### config.mk
export PLATFORM = sky130hd
export DESIGN_NAME = tpw_timer8_pwm
export DESIGN_NICKNAME = d
export VERILOG_FILES = /design/src/tpw_pkg.sv /design/src/tpw_timer8_pwm.sv /design/src/tpw_tick_gen.sv
export SDC_FILE = /design/constraint.sdc
export NUM_CORES = 1
export LEC_CHECK = 0
export BUFFER_PORTS_ARGS = -buffer_cell sky130_fd_sc_hd__buf_2
export CORE_MARGIN = 5
export CORE_UTILIZATION = 51
export CTS_BUF_LIST = sky130_fd_sc_hd__clkbuf_8
export CTS_CLUSTER_DIAMETER = 60
export CTS_CLUSTER_SIZE = 16
export DETAILED_ROUTE_END_ITERATION = 16
export GPL_TIMING_DRIVEN = 0
export MAX_ROUTING_LAYER = met4
export PLACE_DENSITY = 0.84
export SLEW_MARGIN = 20
export SYNTH_ARGS = -nofsm -noshare
export SYNTH_HDL_FRONTEND = slang
export SYNTH_SLANG_ARGS = --single-unit
### constraint.sdc
create_clock -name pclk -period 2.5 [get_ports pclk]
set_input_delay 0.5 -clock pclk [delete_from_list [all_inputs] [get_ports pclk]]
set_output_delay 0.5 -clock pclk [all_outputs]
set_load 0.005 [all_outputs]
### src/tpw_pkg.sv
package tpw_pkg;

  // register byte addresses on the apb bus
  localparam logic [7:0] TPW_ADDR_CONTROL = 8'h00;
  localparam logic [7:0] TPW_ADDR_COUNT   = 8'h04;
  localparam logic [7:0] TPW_ADDR_COMPARE = 8'h08;
  localparam logic [7:0] TPW_ADDR_FLAGS   = 8'h0c;

  // timer_control field positions
  localparam int TPW_CTRL_FORCE_BIT   = 7;
  localparam int TPW_CTRL_WAVE_LO_BIT = 6;
  localparam int TPW_CTRL_ACT_HI_BIT  = 5;
  localparam int TPW_CTRL_ACT_LO_BIT  = 4;
  localparam int TPW_CTRL_WAVE_HI_BIT = 3;
  localparam int TPW_CTRL_SRC_MSB     = 2;
  localparam int TPW_CTRL_SRC_LSB     = 0;

  // flags register field positions, write one to clear
  localparam int TPW_FLAG_OVF_BIT = 0;
  localparam int TPW_FLAG_CMP_BIT = 1;

  localparam logic [7:0] TPW_CTRL_RESET  = 8'h00;
  localparam logic [7:0] TPW_FORCE_MASK  = 8'h80;
  localparam logic [7:0] TPW_COUNT_BOTTOM = 8'h00;
  localparam logic [7:0] TPW_COUNT_MAX    = 8'hff;
  localparam logic [7:0] TPW_COUNT_STEP   = 8'h01;

  // prescaler tap exponents
  localparam int TPW_DIV8_LOG    = 3;
  localparam int TPW_DIV64_LOG   = 6;
  localparam int TPW_DIV256_LOG  = 8;
  localparam int TPW_DIV1024_LOG = 10;

  typedef enum logic [1:0] {
    TPW_WAVE_NORMAL,
    TPW_WAVE_PHASE,
    TPW_WAVE_CTC,
    TPW_WAVE_FAST
  } tpw_wave_type;

  typedef enum logic [1:0] {
    TPW_ACT_OFF,
    TPW_ACT_TOGGLE,
    TPW_ACT_CLEAR,
    TPW_ACT_SET
  } tpw_action_type;

  typedef enum logic [2:0] {
    TPW_SRC_STOP,
    TPW_SRC_DIV1,
    TPW_SRC_DIV8,
    TPW_SRC_DIV64,
    TPW_SRC_DIV256,
    TPW_SRC_DIV1024,
    TPW_SRC_EXT_FALL,
    TPW_SRC_EXT_RISE
  } tpw_source_type;

endpackage

### src/tpw_timer8_pwm.sv
`timescale 1ns/10ps
// Operation
// - fast pwm: action 2 gives non-inverted pwm, action 3 inverted pwm
// - fast pwm: set or clear on match, opposite level on max-to-bottom wrap
// - fast pwm, compare at bottom: one-tick spike every max+1 ticks
// - fast pwm, compare at max: output constant, level set by polarity
// - fast pwm action 1 toggles on every match, compare still buffered
// - phase correct: count up to max, down to bottom; max held one tick
// - phase correct non-inverting: clear on up match, set on down match
// - phase correct: overflow flag set each time count reaches bottom
// - phase correct extremes: bottom holds low, max holds high, inverted opposite
// - counter synchronous to pclk; tick only enables counting and flags
// - waveform mode bits at control bits 6 and 3 pick the sequence
// - force strobe in non-pwm mode forces an immediate match action
// - forced match sets no flag and does not clear counter in ctc
// - force strobe bit always reads back as zero
// - modes: 0 normal, 1 phase correct, 2 ctc with compare top, 3 fast
// - compare update and overflow point per mode as listed
// - phase correct has fixed 8-bit resolution, turning at max
// - non-pwm actions: off, toggle, clear, set on match
// - tick source: stopped, undivided, prescaled taps, external edges
// - count write suppresses compare match on the next tick
// - compare output overrides port when either action bit is set
module tpw_timer8_pwm #(
  parameter int PRESCALE_WIDTH = 10
) (
  input  wire logic        pclk,             // i/o clock, 200 mhz
  input  wire logic        presetn,          // async reset, active low
  input  wire logic [7:0]  paddr,            // apb address
  input  wire logic        psel,             // apb select
  input  wire logic        penable,          // apb enable
  input  wire logic        pwrite,           // apb direction
  input  wire logic [31:0] pwdata,           // apb write data
  output logic      [31:0] prdata,           // apb read data
  output logic             pready,           // apb ready
  output logic             pslverr,          // apb error, unmapped address
  input  wire logic        ext_count_input,  // external count pin
  output logic             compare_output,   // waveform state
  output logic             compare_override, // waveform owns the port pin
  output logic             overflow_flag,    // sticky overflow flag
  output logic             compare_flag      // sticky compare flag
);
  import tpw_pkg::*;

  typedef struct packed {
    logic [7:0]  ctrl;
    logic [7:0]  cnt;
    logic [7:0]  ocr;
    logic [7:0]  ocr_buf;
    logic        dir_down;
    logic        block;
    logic        ovf;
    logic        cmpf;
    logic        out;
    logic        ovr;
    logic [31:0] prdata;
    logic        pready;
    logic        pslverr;
  } tpw_state_type;

  tpw_state_type st_ff;
  tpw_state_type nxt_st;

  logic timer_tick;

  function automatic tpw_wave_type wave_of(input logic [7:0] c);
    return tpw_wave_type'({c[TPW_CTRL_WAVE_HI_BIT], c[TPW_CTRL_WAVE_LO_BIT]});
  endfunction

  function automatic tpw_action_type action_of(input logic [7:0] c);
    return tpw_action_type'({c[TPW_CTRL_ACT_HI_BIT], c[TPW_CTRL_ACT_LO_BIT]});
  endfunction

  function automatic logic apply_action(input tpw_action_type a, input logic o);
    unique case (a)
      TPW_ACT_OFF:    return o;
      TPW_ACT_TOGGLE: return ~o;
      TPW_ACT_CLEAR:  return 1'b0;
      TPW_ACT_SET:    return 1'b1;
    endcase
  endfunction

  function automatic logic is_pwm(input tpw_wave_type w);
    return (w == TPW_WAVE_PHASE) || (w == TPW_WAVE_FAST);
  endfunction

  tpw_tick_gen #(
    .PRESCALE_WIDTH (PRESCALE_WIDTH)
  ) u_tick (
    .pclk            (pclk),
    .presetn         (presetn),
    .tick_source_sel (tpw_source_type'(st_ff.ctrl[TPW_CTRL_SRC_MSB:TPW_CTRL_SRC_LSB])),
    .ext_count_input (ext_count_input),
    .timer_tick      (timer_tick)
  );

  tpw_wave_type   wave;
  tpw_action_type act;
  logic [7:0]     cmp;
  logic           hit;
  logic           setup;
  logic           wr;
  logic           ovf_ev;
  logic           cmp_ev;

  always_comb begin
    nxt_st = st_ff;
    wave   = wave_of(st_ff.ctrl);
    act    = action_of(st_ff.ctrl);
    cmp    = is_pwm(wave) ? st_ff.ocr_buf : st_ff.ocr;
    hit    = (st_ff.cnt == cmp) && !st_ff.block;
    setup  = psel && !penable;
    wr     = psel && penable && st_ff.pready && pwrite;
    ovf_ev = 1'b0;
    cmp_ev = 1'b0;

    // no wait state: ready is raised in the first access cycle only
    nxt_st.pready = setup;
    if (setup) begin
      nxt_st.pslverr = 1'b0;
      nxt_st.prdata  = '0;
      unique case (paddr)
        TPW_ADDR_CONTROL: nxt_st.prdata[7:0] = st_ff.ctrl & ~TPW_FORCE_MASK;
        TPW_ADDR_COUNT:   nxt_st.prdata[7:0] = st_ff.cnt;
        TPW_ADDR_COMPARE: nxt_st.prdata[7:0] = st_ff.ocr;
        TPW_ADDR_FLAGS: begin
          nxt_st.prdata[TPW_FLAG_OVF_BIT] = st_ff.ovf;
          nxt_st.prdata[TPW_FLAG_CMP_BIT] = st_ff.cmpf;
        end
        default:          nxt_st.pslverr = 1'b1;
      endcase
    end

    // counting advances only on a tick, never on its own clock
    if (timer_tick) begin
      nxt_st.block = 1'b0;
      unique case (wave)
        TPW_WAVE_NORMAL: begin
          nxt_st.cnt = st_ff.cnt + TPW_COUNT_STEP;
          ovf_ev     = (st_ff.cnt == TPW_COUNT_MAX);
          if (hit) begin
            cmp_ev     = 1'b1;
            nxt_st.out = apply_action(act, st_ff.out);
          end
        end
        TPW_WAVE_CTC: begin
          nxt_st.cnt = hit ? TPW_COUNT_BOTTOM : st_ff.cnt + TPW_COUNT_STEP;
          ovf_ev     = (st_ff.cnt == TPW_COUNT_MAX) && !hit;
          if (hit) begin
            cmp_ev     = 1'b1;
            nxt_st.out = apply_action(act, st_ff.out);
          end
        end
        TPW_WAVE_FAST: begin
          nxt_st.cnt = st_ff.cnt + TPW_COUNT_STEP;
          if (hit) begin
            cmp_ev = 1'b1;
            if (act == TPW_ACT_TOGGLE) begin
              nxt_st.out = ~st_ff.out;
            end else if (act == TPW_ACT_CLEAR || act == TPW_ACT_SET) begin
              nxt_st.out = (act == TPW_ACT_SET);
            end
          end
          // for clear and set actions the wrap overrides a match at max, so compare at max stays constant
          if (st_ff.cnt == TPW_COUNT_MAX) begin
            ovf_ev         = 1'b1;
            nxt_st.ocr_buf = st_ff.ocr;
            if (act == TPW_ACT_CLEAR || act == TPW_ACT_SET) begin
              nxt_st.out = (act == TPW_ACT_CLEAR);
            end
          end
        end
        TPW_WAVE_PHASE: begin
          if (!st_ff.dir_down) begin
            if (st_ff.cnt == TPW_COUNT_MAX) begin
              nxt_st.dir_down = 1'b1;
              nxt_st.cnt      = st_ff.cnt - TPW_COUNT_STEP;
              nxt_st.ocr_buf  = st_ff.ocr;
            end else begin
              nxt_st.cnt = st_ff.cnt + TPW_COUNT_STEP;
            end
          end else if (st_ff.cnt == TPW_COUNT_BOTTOM) begin
            nxt_st.dir_down = 1'b0;
            nxt_st.cnt      = st_ff.cnt + TPW_COUNT_STEP;
            ovf_ev          = 1'b1;
          end else begin
            nxt_st.cnt = st_ff.cnt - TPW_COUNT_STEP;
          end
          if (hit) begin
            cmp_ev = 1'b1;
            if (act == TPW_ACT_CLEAR || act == TPW_ACT_SET) begin
              if (cmp == TPW_COUNT_MAX) begin
                nxt_st.out = (act == TPW_ACT_CLEAR);
              end else if (cmp == TPW_COUNT_BOTTOM) begin
                nxt_st.out = (act == TPW_ACT_SET);
              end else begin
                nxt_st.out = st_ff.dir_down ? (act == TPW_ACT_CLEAR) : (act == TPW_ACT_SET);
              end
            end
          end
        end
      endcase
    end

    if (wr && paddr == TPW_ADDR_CONTROL) begin
      nxt_st.ctrl = pwdata[7:0] & ~TPW_FORCE_MASK;
      // the strobe acts with the action bits written alongside it, so one write forces the new action
      if (pwdata[TPW_CTRL_FORCE_BIT] && !is_pwm(wave_of(pwdata[7:0]))) begin
        nxt_st.out = apply_action(action_of(pwdata[7:0]), st_ff.out);
      end
    end
    if (wr && paddr == TPW_ADDR_COUNT) begin
      nxt_st.cnt   = pwdata[7:0];
      nxt_st.block = 1'b1;
    end
    if (wr && paddr == TPW_ADDR_COMPARE) begin
      nxt_st.ocr = pwdata[7:0];
    end
    if (!is_pwm(wave_of(nxt_st.ctrl))) begin
      nxt_st.ocr_buf = nxt_st.ocr;
    end

    // a flag event in the clearing cycle survives the clear
    nxt_st.ovf  = ovf_ev | (st_ff.ovf &
                  !(wr && paddr == TPW_ADDR_FLAGS && pwdata[TPW_FLAG_OVF_BIT]));
    nxt_st.cmpf = cmp_ev | (st_ff.cmpf &
                  !(wr && paddr == TPW_ADDR_FLAGS && pwdata[TPW_FLAG_CMP_BIT]));
    nxt_st.ovr  = nxt_st.ctrl[TPW_CTRL_ACT_HI_BIT] | nxt_st.ctrl[TPW_CTRL_ACT_LO_BIT];
  end

  always_ff @(posedge pclk or negedge presetn) begin
    if (!presetn) begin
      st_ff <= '0;
    end else begin
      st_ff <= nxt_st;
    end
  end

  assign prdata           = st_ff.prdata;
  assign pready           = st_ff.pready;
  assign pslverr          = st_ff.pslverr;
  assign compare_output   = st_ff.out;
  assign compare_override = st_ff.ovr;
  assign overflow_flag    = st_ff.ovf;
  assign compare_flag     = st_ff.cmpf;

  logic cnt_wr;
  logic ctl_wr;
  assign cnt_wr = wr && paddr == TPW_ADDR_COUNT;
  assign ctl_wr = wr && paddr == TPW_ADDR_CONTROL;

  a_fast_wrap_set: assert property (@(posedge pclk) disable iff (!presetn)
    timer_tick && wave == TPW_WAVE_FAST && act == TPW_ACT_CLEAR && st_ff.cnt == TPW_COUNT_MAX && !ctl_wr
    |=> compare_output && st_ff.cnt == TPW_COUNT_BOTTOM)
    else $error("fast pwm non-inverted output not set at wrap");

  a_fast_inv_clear: assert property (@(posedge pclk) disable iff (!presetn)
    timer_tick && wave == TPW_WAVE_FAST && act == TPW_ACT_SET && st_ff.cnt == TPW_COUNT_MAX && !ctl_wr
    |=> !compare_output)
    else $error("fast pwm inverted output not cleared at wrap");

  a_phase_max_hold: assert property (@(posedge pclk) disable iff (!presetn)
    timer_tick && wave == TPW_WAVE_PHASE && !st_ff.dir_down && st_ff.cnt == TPW_COUNT_MAX && !cnt_wr
    |=> st_ff.dir_down && st_ff.cnt == TPW_COUNT_MAX - TPW_COUNT_STEP)
    else $error("phase correct count did not turn down after max");

  a_phase_bottom_ovf: assert property (@(posedge pclk) disable iff (!presetn)
    timer_tick && wave == TPW_WAVE_PHASE && st_ff.dir_down && st_ff.cnt == TPW_COUNT_BOTTOM
    |=> overflow_flag && !st_ff.dir_down)
    else $error("phase correct overflow not flagged at bottom");

  a_fast_max_ovf: assert property (@(posedge pclk) disable iff (!presetn)
    timer_tick && wave == TPW_WAVE_FAST && st_ff.cnt == TPW_COUNT_MAX
    |=> overflow_flag && st_ff.ocr_buf == $past(st_ff.ocr))
    else $error("fast pwm overflow or buffer load missing at max");

  a_tick_gates_count: assert property (@(posedge pclk) disable iff (!presetn)
    !timer_tick && !cnt_wr |=> st_ff.cnt == $past(st_ff.cnt))
    else $error("count moved without a tick");

  a_force_no_flag: assert property (@(posedge pclk) disable iff (!presetn)
    ctl_wr && pwdata[TPW_CTRL_FORCE_BIT] && !timer_tick && !compare_flag && !cnt_wr
    |=> !compare_flag && st_ff.cnt == $past(st_ff.cnt))
    else $error("forced compare touched flag or count");

  a_force_reads_zero: assert property (@(posedge pclk) disable iff (!presetn)
    setup && !pwrite && paddr == TPW_ADDR_CONTROL |=> pready && !prdata[TPW_CTRL_FORCE_BIT])
    else $error("force strobe read back as one");

  a_write_blocks_match: assert property (@(posedge pclk) disable iff (!presetn)
    cnt_wr ##1 (timer_tick && !cnt_wr && !compare_flag)
    |=> !compare_flag)
    else $error("compare match not suppressed after count write");

  a_override_follows: assert property (@(posedge pclk) disable iff (!presetn)
    ctl_wr |=> compare_override == (pwdata[TPW_CTRL_ACT_HI_BIT] | pwdata[TPW_CTRL_ACT_LO_BIT])
               ##1 compare_override == (act != TPW_ACT_OFF))
    else $error("port override does not follow action bits");

endmodule

### src/tpw_tick_gen.sv
`timescale 1ns/10ps
module tpw_tick_gen #(
  parameter int PRESCALE_WIDTH = 10
) (
  input  wire logic                    pclk,            // i/o clock
  input  wire logic                    presetn,         // async reset, active low
  input  wire tpw_pkg::tpw_source_type tick_source_sel, // tick source choice
  input  wire logic                    ext_count_input, // external count pin
  output logic                         timer_tick       // one-cycle tick enable
);
  import tpw_pkg::*;

  if (PRESCALE_WIDTH < TPW_DIV1024_LOG) begin : g_width_check
    $error("prescaler too narrow for the divide-by-1024 tap");
  end

  typedef struct packed {
    logic [PRESCALE_WIDTH-1:0] prescale;
    logic                      ext_prev;
    logic                      tick;
  } tpw_tick_state_type;

  tpw_tick_state_type tick_ff;
  tpw_tick_state_type nxt_tick;

  function automatic logic tap_due(input logic [PRESCALE_WIDTH-1:0] p, input int lg);
    logic [PRESCALE_WIDTH-1:0] m;
    m = PRESCALE_WIDTH'((1 << lg) - 1);
    return (p & m) == m;
  endfunction

  always_comb begin
    nxt_tick          = tick_ff;
    nxt_tick.prescale = tick_ff.prescale + PRESCALE_WIDTH'(1);
    nxt_tick.ext_prev = ext_count_input;
    unique case (tick_source_sel)
      TPW_SRC_STOP:     nxt_tick.tick = 1'b0;
      TPW_SRC_DIV1:     nxt_tick.tick = 1'b1;
      TPW_SRC_DIV8:     nxt_tick.tick = tap_due(tick_ff.prescale, TPW_DIV8_LOG);
      TPW_SRC_DIV64:    nxt_tick.tick = tap_due(tick_ff.prescale, TPW_DIV64_LOG);
      TPW_SRC_DIV256:   nxt_tick.tick = tap_due(tick_ff.prescale, TPW_DIV256_LOG);
      TPW_SRC_DIV1024:  nxt_tick.tick = tap_due(tick_ff.prescale, TPW_DIV1024_LOG);
      TPW_SRC_EXT_FALL: nxt_tick.tick = tick_ff.ext_prev & ~ext_count_input;
      TPW_SRC_EXT_RISE: nxt_tick.tick = ~tick_ff.ext_prev & ext_count_input;
    endcase
  end

  always_ff @(posedge pclk or negedge presetn) begin
    if (!presetn) begin
      tick_ff <= '0;
    end else begin
      tick_ff <= nxt_tick;
    end
  end

  assign timer_tick = tick_ff.tick;

endmodule

After elaboration in Yosys (flattened, before gate mapping)
Index checks and enable logic that the tools add are counted.
Cells by class
  add/sub/neg operators: 3
  eq/ne operators: 36
  muxes and demuxes: 49
  bitwise operators: 10
  reduce and logical (&&, ||, !) cells: 37
Operators by type and width (number)
  8-bit 2-to-1 mux: 11
  1-bit 2-to-1 mux: 26
  8-bit equality test (second input constant): 3
  8-bit logical NOT: 3
  8-bit one-hot mux with 3 select lines: 1
  6-bit one-hot mux with 3 select lines: 1
  2-bit equality test (second input constant): 8
  8-bit by 4-bit equality test with 1-bit output (second input constant): 2
  8-bit one-hot mux with 2 select lines: 1
  3-bit equality test (second input constant): 5
  3-bit inequality test (second input constant): 5
  1-bit logical AND: 13
  10-bit by 1-bit adder with 10-bit output (second input constant): 1
  10-bit equality test (second input constant): 1
  2-bit by 1-bit equality test with 1-bit output (second input constant): 5
  10-bit 2-to-1 mux: 1
  9-bit 2-to-1 mux: 1
  8-bit by 1-bit adder with 8-bit output (second input constant): 1
  8-bit by 3-bit equality test with 1-bit output (second input constant): 1
  8-bit equality test: 1
  1-bit one-hot mux with 4 select lines: 2
  1-bit one-hot mux with 8 select lines: 1
  2-bit one-hot mux with 4 select lines: 1
  4-bit OR reduction: 2
  18 further kinds: 38
Word-level totals
  register bits after elaboration: 59
  input port bits: 46
  output and inout port bits: 38
  word-level logic and storage cells: 152

Logic depth before layout (Yosys ltp)
  depth after elaboration: 12
  depth in mapped cells: 11

Modules after synthesis
Synthesis repeated with hierarchy kept, for this count alone.
Unflattened totals
  cells, all modules: 421
  area, all modules: 3903.7 um^2
By module, submodules not included
  tpw_timer8_pwm: times used 1, cells an instance 378, area each 3370.7 um^2
  tpw_tick_gen: times used 1, cells an instance 43, area each 533.0 um^2

Least setup slack after synthesis
OpenSTA, ideal clock, no wires.
  kind: register -> register
  from: register (tool-made name)
  to: register st_ff, in the netlist compare_output
  arrival time: 2.556 ns
  required time: 2.374 ns
  path slack: -0.182 ns
  cell stages (with the launch flop): 12
  path buffers: 2
  cell sequence: dfrtp_1 -> inv_1 -> ha_1 -> buf_6 -> or2_1 -> buf_6 -> mux2_4 -> a2111oi_4 -> nand4_4 -> mux2_4 -> a211oi_2 -> a21oi_1
RTL lines
  end signal: assignment: RTL line tpw_timer8_pwm.sv:235  | st_ff <= nxt_st;
  end: declaration: RTL line tpw_timer8_pwm.sv:61  | tpw_state_type st_ff;

==> impl_metrics.xml <==
<?xml version="1.0" encoding="UTF-8"?>
<metrics>
  <group name="power_and_ir_drop">
    <metric name="vdd_drop_max" unit="uV">425</metric>
    <metric name="design_power_total" unit="mW">2.14</metric>
    <metric name="power.static_leakage" unit="nW">2.21</metric>
    <metric name="cellPowerDensity" unit="mW/mm^2">445</metric>
  </group>
  <group name="cells_and_area">
    <metric name="multi_input_comb_area" unit="mm^2">0.00230</metric>
    <metric name="finish.net_count" unit="">582</metric>
    <metric name="seq_area" unit="mm^2">0.00148</metric>
    <metric name="final_layout_size_suffix_gt1_frac" unit="">0.306</metric>
    <metric name="area.growth.synth_to_final" unit="%">23.1</metric>
    <metric name="final_design_area_no_fill" unit="mm^2">0.00482</metric>
    <metric name="num_antenna_cells" unit="">0</metric>
    <metric name="layout.filler_cells" unit="">631</metric>
  </group>
  <group name="floorplanning">
    <metric name="rows" unit="">32</metric>
    <metric name="die_height" unit="um">97.6</metric>
    <metric name="initial_utilization" unit="">0.514</metric>
    <metric name="placeableCoreArea" unit="mm^2">0.00761</metric>
    <metric name="pin_count" unit="">84</metric>
    <metric name="die_area" unit="mm^2">0.00953</metric>
    <metric name="floorplan.die.width" unit="um">97.6</metric>
  </group>
  <group name="logic_synthesis">
    <metric name="synth_ff_type" unit="">sky130_fd_sc_hd__dfrtp_1</metric>
    <metric name="yosysSeqAreaShare" unit="">0.377</metric>
    <metric name="synthCells" unit="">443</metric>
    <metric name="postSynth.asyncResetShare" unit="">1.00</metric>
    <metric name="synthesis.yosys.warnings" unit="">0</metric>
    <metric name="yosys_register_bits" unit="">59</metric>
    <metric name="netlist_top_cells_area" unit="">sky130_fd_sc_hd__dfrtp_1 (38%), sky130_fd_sc_hd__buf_4 (6.1%), sky130_fd_sc_hd__o21ai_0 (4.5%), sky130_fd_sc_hd__nor2_1 (4.3%), sky130_fd_sc_hd__nand2_1 (3.6%)</metric>
    <metric name="yosys.cell_count.top_type" unit="">sky130_fd_sc_hd__dfrtp_1</metric>
    <metric name="synth.distinct_cells" unit="">66</metric>
    <metric name="syn_area" unit="mm^2">0.00391</metric>
    <metric name="synth_edf_count" unit="">0</metric>
    <metric name="syn_avg_cell_area" unit="um^2">8.83</metric>
    <metric name="synth.cells.most_frequent" unit="">sky130_fd_sc_hd__dfrtp_1 (59), sky130_fd_sc_hd__nor2_1 (45), sky130_fd_sc_hd__nand2_1 (38), sky130_fd_sc_hd__o21ai_0 (35), sky130_fd_sc_hd__buf_4 (32)</metric>
    <metric name="netlist.area_leader.share" unit="">0.377</metric>
    <metric name="netlist.top_cell.by_area" unit="">sky130_fd_sc_hd__dfrtp_1</metric>
  </group>
  <group name="drt">
    <metric name="detail_route.iter0.violations" unit="">339</metric>
    <metric name="detail_route.vias_per_cell" unit="">5.97</metric>
    <metric name="firstDrtPassIters" unit="">5</metric>
    <metric name="ant_nets" unit="">0</metric>
    <metric name="post_route_wl" unit="mm">11.8</metric>
    <metric name="drc" unit="">0</metric>
    <metric name="routed_wire_length_per_instance" unit="um">18.5</metric>
    <metric name="overall_via_count_from_detail_route" unit="">3793</metric>
  </group>
  <group name="sta">
    <metric name="timing.final.crit_share" unit="">1.08</metric>
    <metric name="timing.final.max_slew_violations" unit="">0</metric>
    <metric name="hold_ws" unit="ns">0.227</metric>
    <metric name="total_setup_violations_reported_at_the_end_of_the_flow" unit="">5</metric>
    <metric name="finalHoldViolCount" unit="">0</metric>
    <metric name="clock-skew-final" unit="ns">0.00646</metric>
    <metric name="fmaxAchievable" unit="MHz">372</metric>
    <metric name="slew_headroom" unit="">0.506</metric>
    <metric name="final_period_minus_worst_setup_slack" unit="ns">2.69</metric>
    <metric name="postLayoutSetupSlackWorst" unit="ns">-0.191</metric>
    <metric name="rsz0062_at_grt" unit="">true</metric>
    <metric name="tightest_slew" unit="ns">0.741</metric>
    <metric name="timing.setup.tns" unit="ns">-0.569</metric>
  </group>
  <group name="placement">
    <metric name="place.gp.congestion" unit="">0.946</metric>
    <metric name="detailedPlacementHpwl" unit="mm">8.18</metric>
    <metric name="dpl_cell_area" unit="mm^2">0.00432</metric>
    <metric name="io_buffer_count" unit="">35</metric>
  </group>
  <group name="outcome">
    <metric name="violations" unit="">negative setup slack</metric>
    <metric name="status" unit="">complete, but fails checks</metric>
  </group>
  <group name="grt">
    <metric name="grt_start_max_net_pins" unit="">60</metric>
    <metric name="grt_first_pass_wirelength" unit="mm">18.8</metric>
    <metric name="grt_use_total" unit="">0.252</metric>
    <metric name="antenna_found_initial" unit="">0</metric>
    <metric name="vias_in_the_first_global_route" unit="">3794</metric>
    <metric name="remaining_global_route_overflow" unit="">0</metric>
  </group>
  <group name="worst_setup_path">
    <metric name="required" unit="ns">2.72</metric>
    <metric name="worstPathArrival" unit="ns">2.92</metric>
    <metric name="path_class" unit="">reg -&gt; reg</metric>
    <metric name="crit_fanout" unit="">5</metric>
    <metric name="critical_path_capture_point_type" unit="">register</metric>
    <metric name="cp-start-kind" unit="">register</metric>
  </group>
  <group name="clock_tree">
    <metric name="path_clk_slew" unit="ns">0.07</metric>
    <metric name="cts.htree.levels" unit="">3</metric>
    <metric name="clock-root-buffer" unit="">sky130_fd_sc_hd__clkbuf_8</metric>
    <metric name="clk-insertion-delay-late" unit="ns">0.34</metric>
    <metric name="cts_tree" unit="">built</metric>
    <metric name="tritoncts.num_buffers" unit="">9</metric>
    <metric name="clock-sinks" unit="">59</metric>
    <metric name="cts.path.max_buffers" unit="">2</metric>
  </group>
  <group name="flow_run">
    <metric name="timing.max_cap.violations" unit="">0</metric>
  </group>
  <group name="hold_path">
    <metric name="worstHoldPathType" unit="">in -&gt; async</metric>
  </group>
</metrics>
-- state kept, by name (all words and copies together), names as in the netlist, named ones only --
register and cells:
st_ff 30, u_tick.tick_ff 11, prdata 8, act 2, compare_flag 1, compare_output 1, compare_override 1, overflow_flag 1
pready 1, pslverr 1, u_tick.timer_tick 1
-- routing by layer --
metal | wire [um] | GRT usage
met4 | 319 | 0.101
met1 | 4560 | 0.309
met3 | 1120 | 0.0553
met2 | 5750 | 0.404
met5 | 0 | -
-- through the flow --
stage / utilization / setup slack (ns) / instances
CTS: 0.612 / -0.174 / 629
floorplan: - / -0.0742 / 466
global placement: 0.568 / -0.733 / 603
detailed placement: 0.568 / -0.750 / 603
finish: 0.633 / -0.191 / 635
global route: 0.633 / -0.273 / 635
-- worst paths after layout --
kind	startpoint	endpoint	slack, ns	cells past startpoint
setup reg to reg	register	compare_output	-0.19	10
setup / recovery	register	compare_output	-0.19	10
hold / removal	presetn	st_ff[52]	0.23	1
min in group pclk	ext_count_input	u_tick.tick_ff[1]	0.29	1
max in group asynchronous	presetn	st_ff[56]	1.74	1
hold reg to reg	u_tick.tick_ff[11]	u_tick.tick_ff[11]	0.48	1
-- worst max-delay path, cell delays in order (launching register included) --
cell,delay [ns]
sky130_fd_sc_hd__dfrtp_2,0.42
sky130_fd_sc_hd__inv_2,0.07
sky130_fd_sc_hd__ha_4,0.18
sky130_fd_sc_hd__or2_4,0.26
sky130_fd_sc_hd__mux2_4,0.31
sky130_fd_sc_hd__a2111oi_4,0.37
sky130_fd_sc_hd__nand4_4,0.20
sky130_fd_sc_hd__buf_6,0.18
sky130_fd_sc_hd__mux2_4,0.30
sky130_fd_sc_hd__a211oi_2,0.18
sky130_fd_sc_hd__a21oi_1,0.09
-- layout by cell type, fill, tap and decap left out, types with 4 or more instances in the layout --
cell and instances:
sky130_fd_sc_hd__nand2_1 37, sky130_fd_sc_hd__nand2b_1 9, sky130_fd_sc_hd__mux2_2 11, sky130_fd_sc_hd__dfrtp_1 55, sky130_fd_sc_hd__and3_1 6, sky130_fd_sc_hd__dfrtp_2 4
sky130_fd_sc_hd__a21oi_2 4, sky130_fd_sc_hd__nor2_1 43, sky130_fd_sc_hd__ha_1 5, sky130_fd_sc_hd__nand4_1 8, sky130_fd_sc_hd__conb_1 24, sky130_fd_sc_hd__nor4_1 5
sky130_fd_sc_hd__a21oi_1 20, sky130_fd_sc_hd__xnor2_1 13, sky130_fd_sc_hd__a31oi_1 4, sky130_fd_sc_hd__clkbuf_2 4, sky130_fd_sc_hd__buf_4 47, sky130_fd_sc_hd__o22ai_1 8
sky130_fd_sc_hd__o21ai_0 32, sky130_fd_sc_hd__clkbuf_1 8, sky130_fd_sc_hd__nor3_1 6, sky130_fd_sc_hd__nand3_1 17, sky130_fd_sc_hd__inv_1 18, sky130_fd_sc_hd__buf_6 4
sky130_fd_sc_hd__mux2i_1 6, sky130_fd_sc_hd__buf_2 36, sky130_fd_sc_hd__clkbuf_8 10
-- what timing repair did --
action,in CTS,in global routing
gates resized for setup,18,36
pin swaps,10,10
setup endpoints to repair,19,19
setup buffers,12,6
hold buffers,0,0
-- kinds of logic after synthesis --
group / share of synthesized area
other: 0.000958
and+or+nand+nor: 0.207
muxes: 0.0687
AOI/OAI and AO/OA: 0.184
xor gates and xnor gates: 0.0358
buffers and inverters: 0.102
DFF: 0.377
adders and majority gates: 0.0256
-- report_power, final --
group | leakage (nW) | internal (mW) | switching [mW]
Clock | 0.0987 | 0.487 | 0.402
Combinational | 1.37 | 0.107 | 0.159
Sequential | 0.740 | 0.969 | 0.0191
Total | 2.21 | 1.56 | 0.581
-- cell type report --
class,instances,share of cell area
multi-input combinational,337,0.477
sequential,59,0.308
timing repair buffer,53,0.0681
buffer,49,0.0647
clock buffer,10,0.0286
tap,102,0.0265
inverter,19,0.0148
clock inverter,6,0.0132
Power figures use the tool's default switching activity.
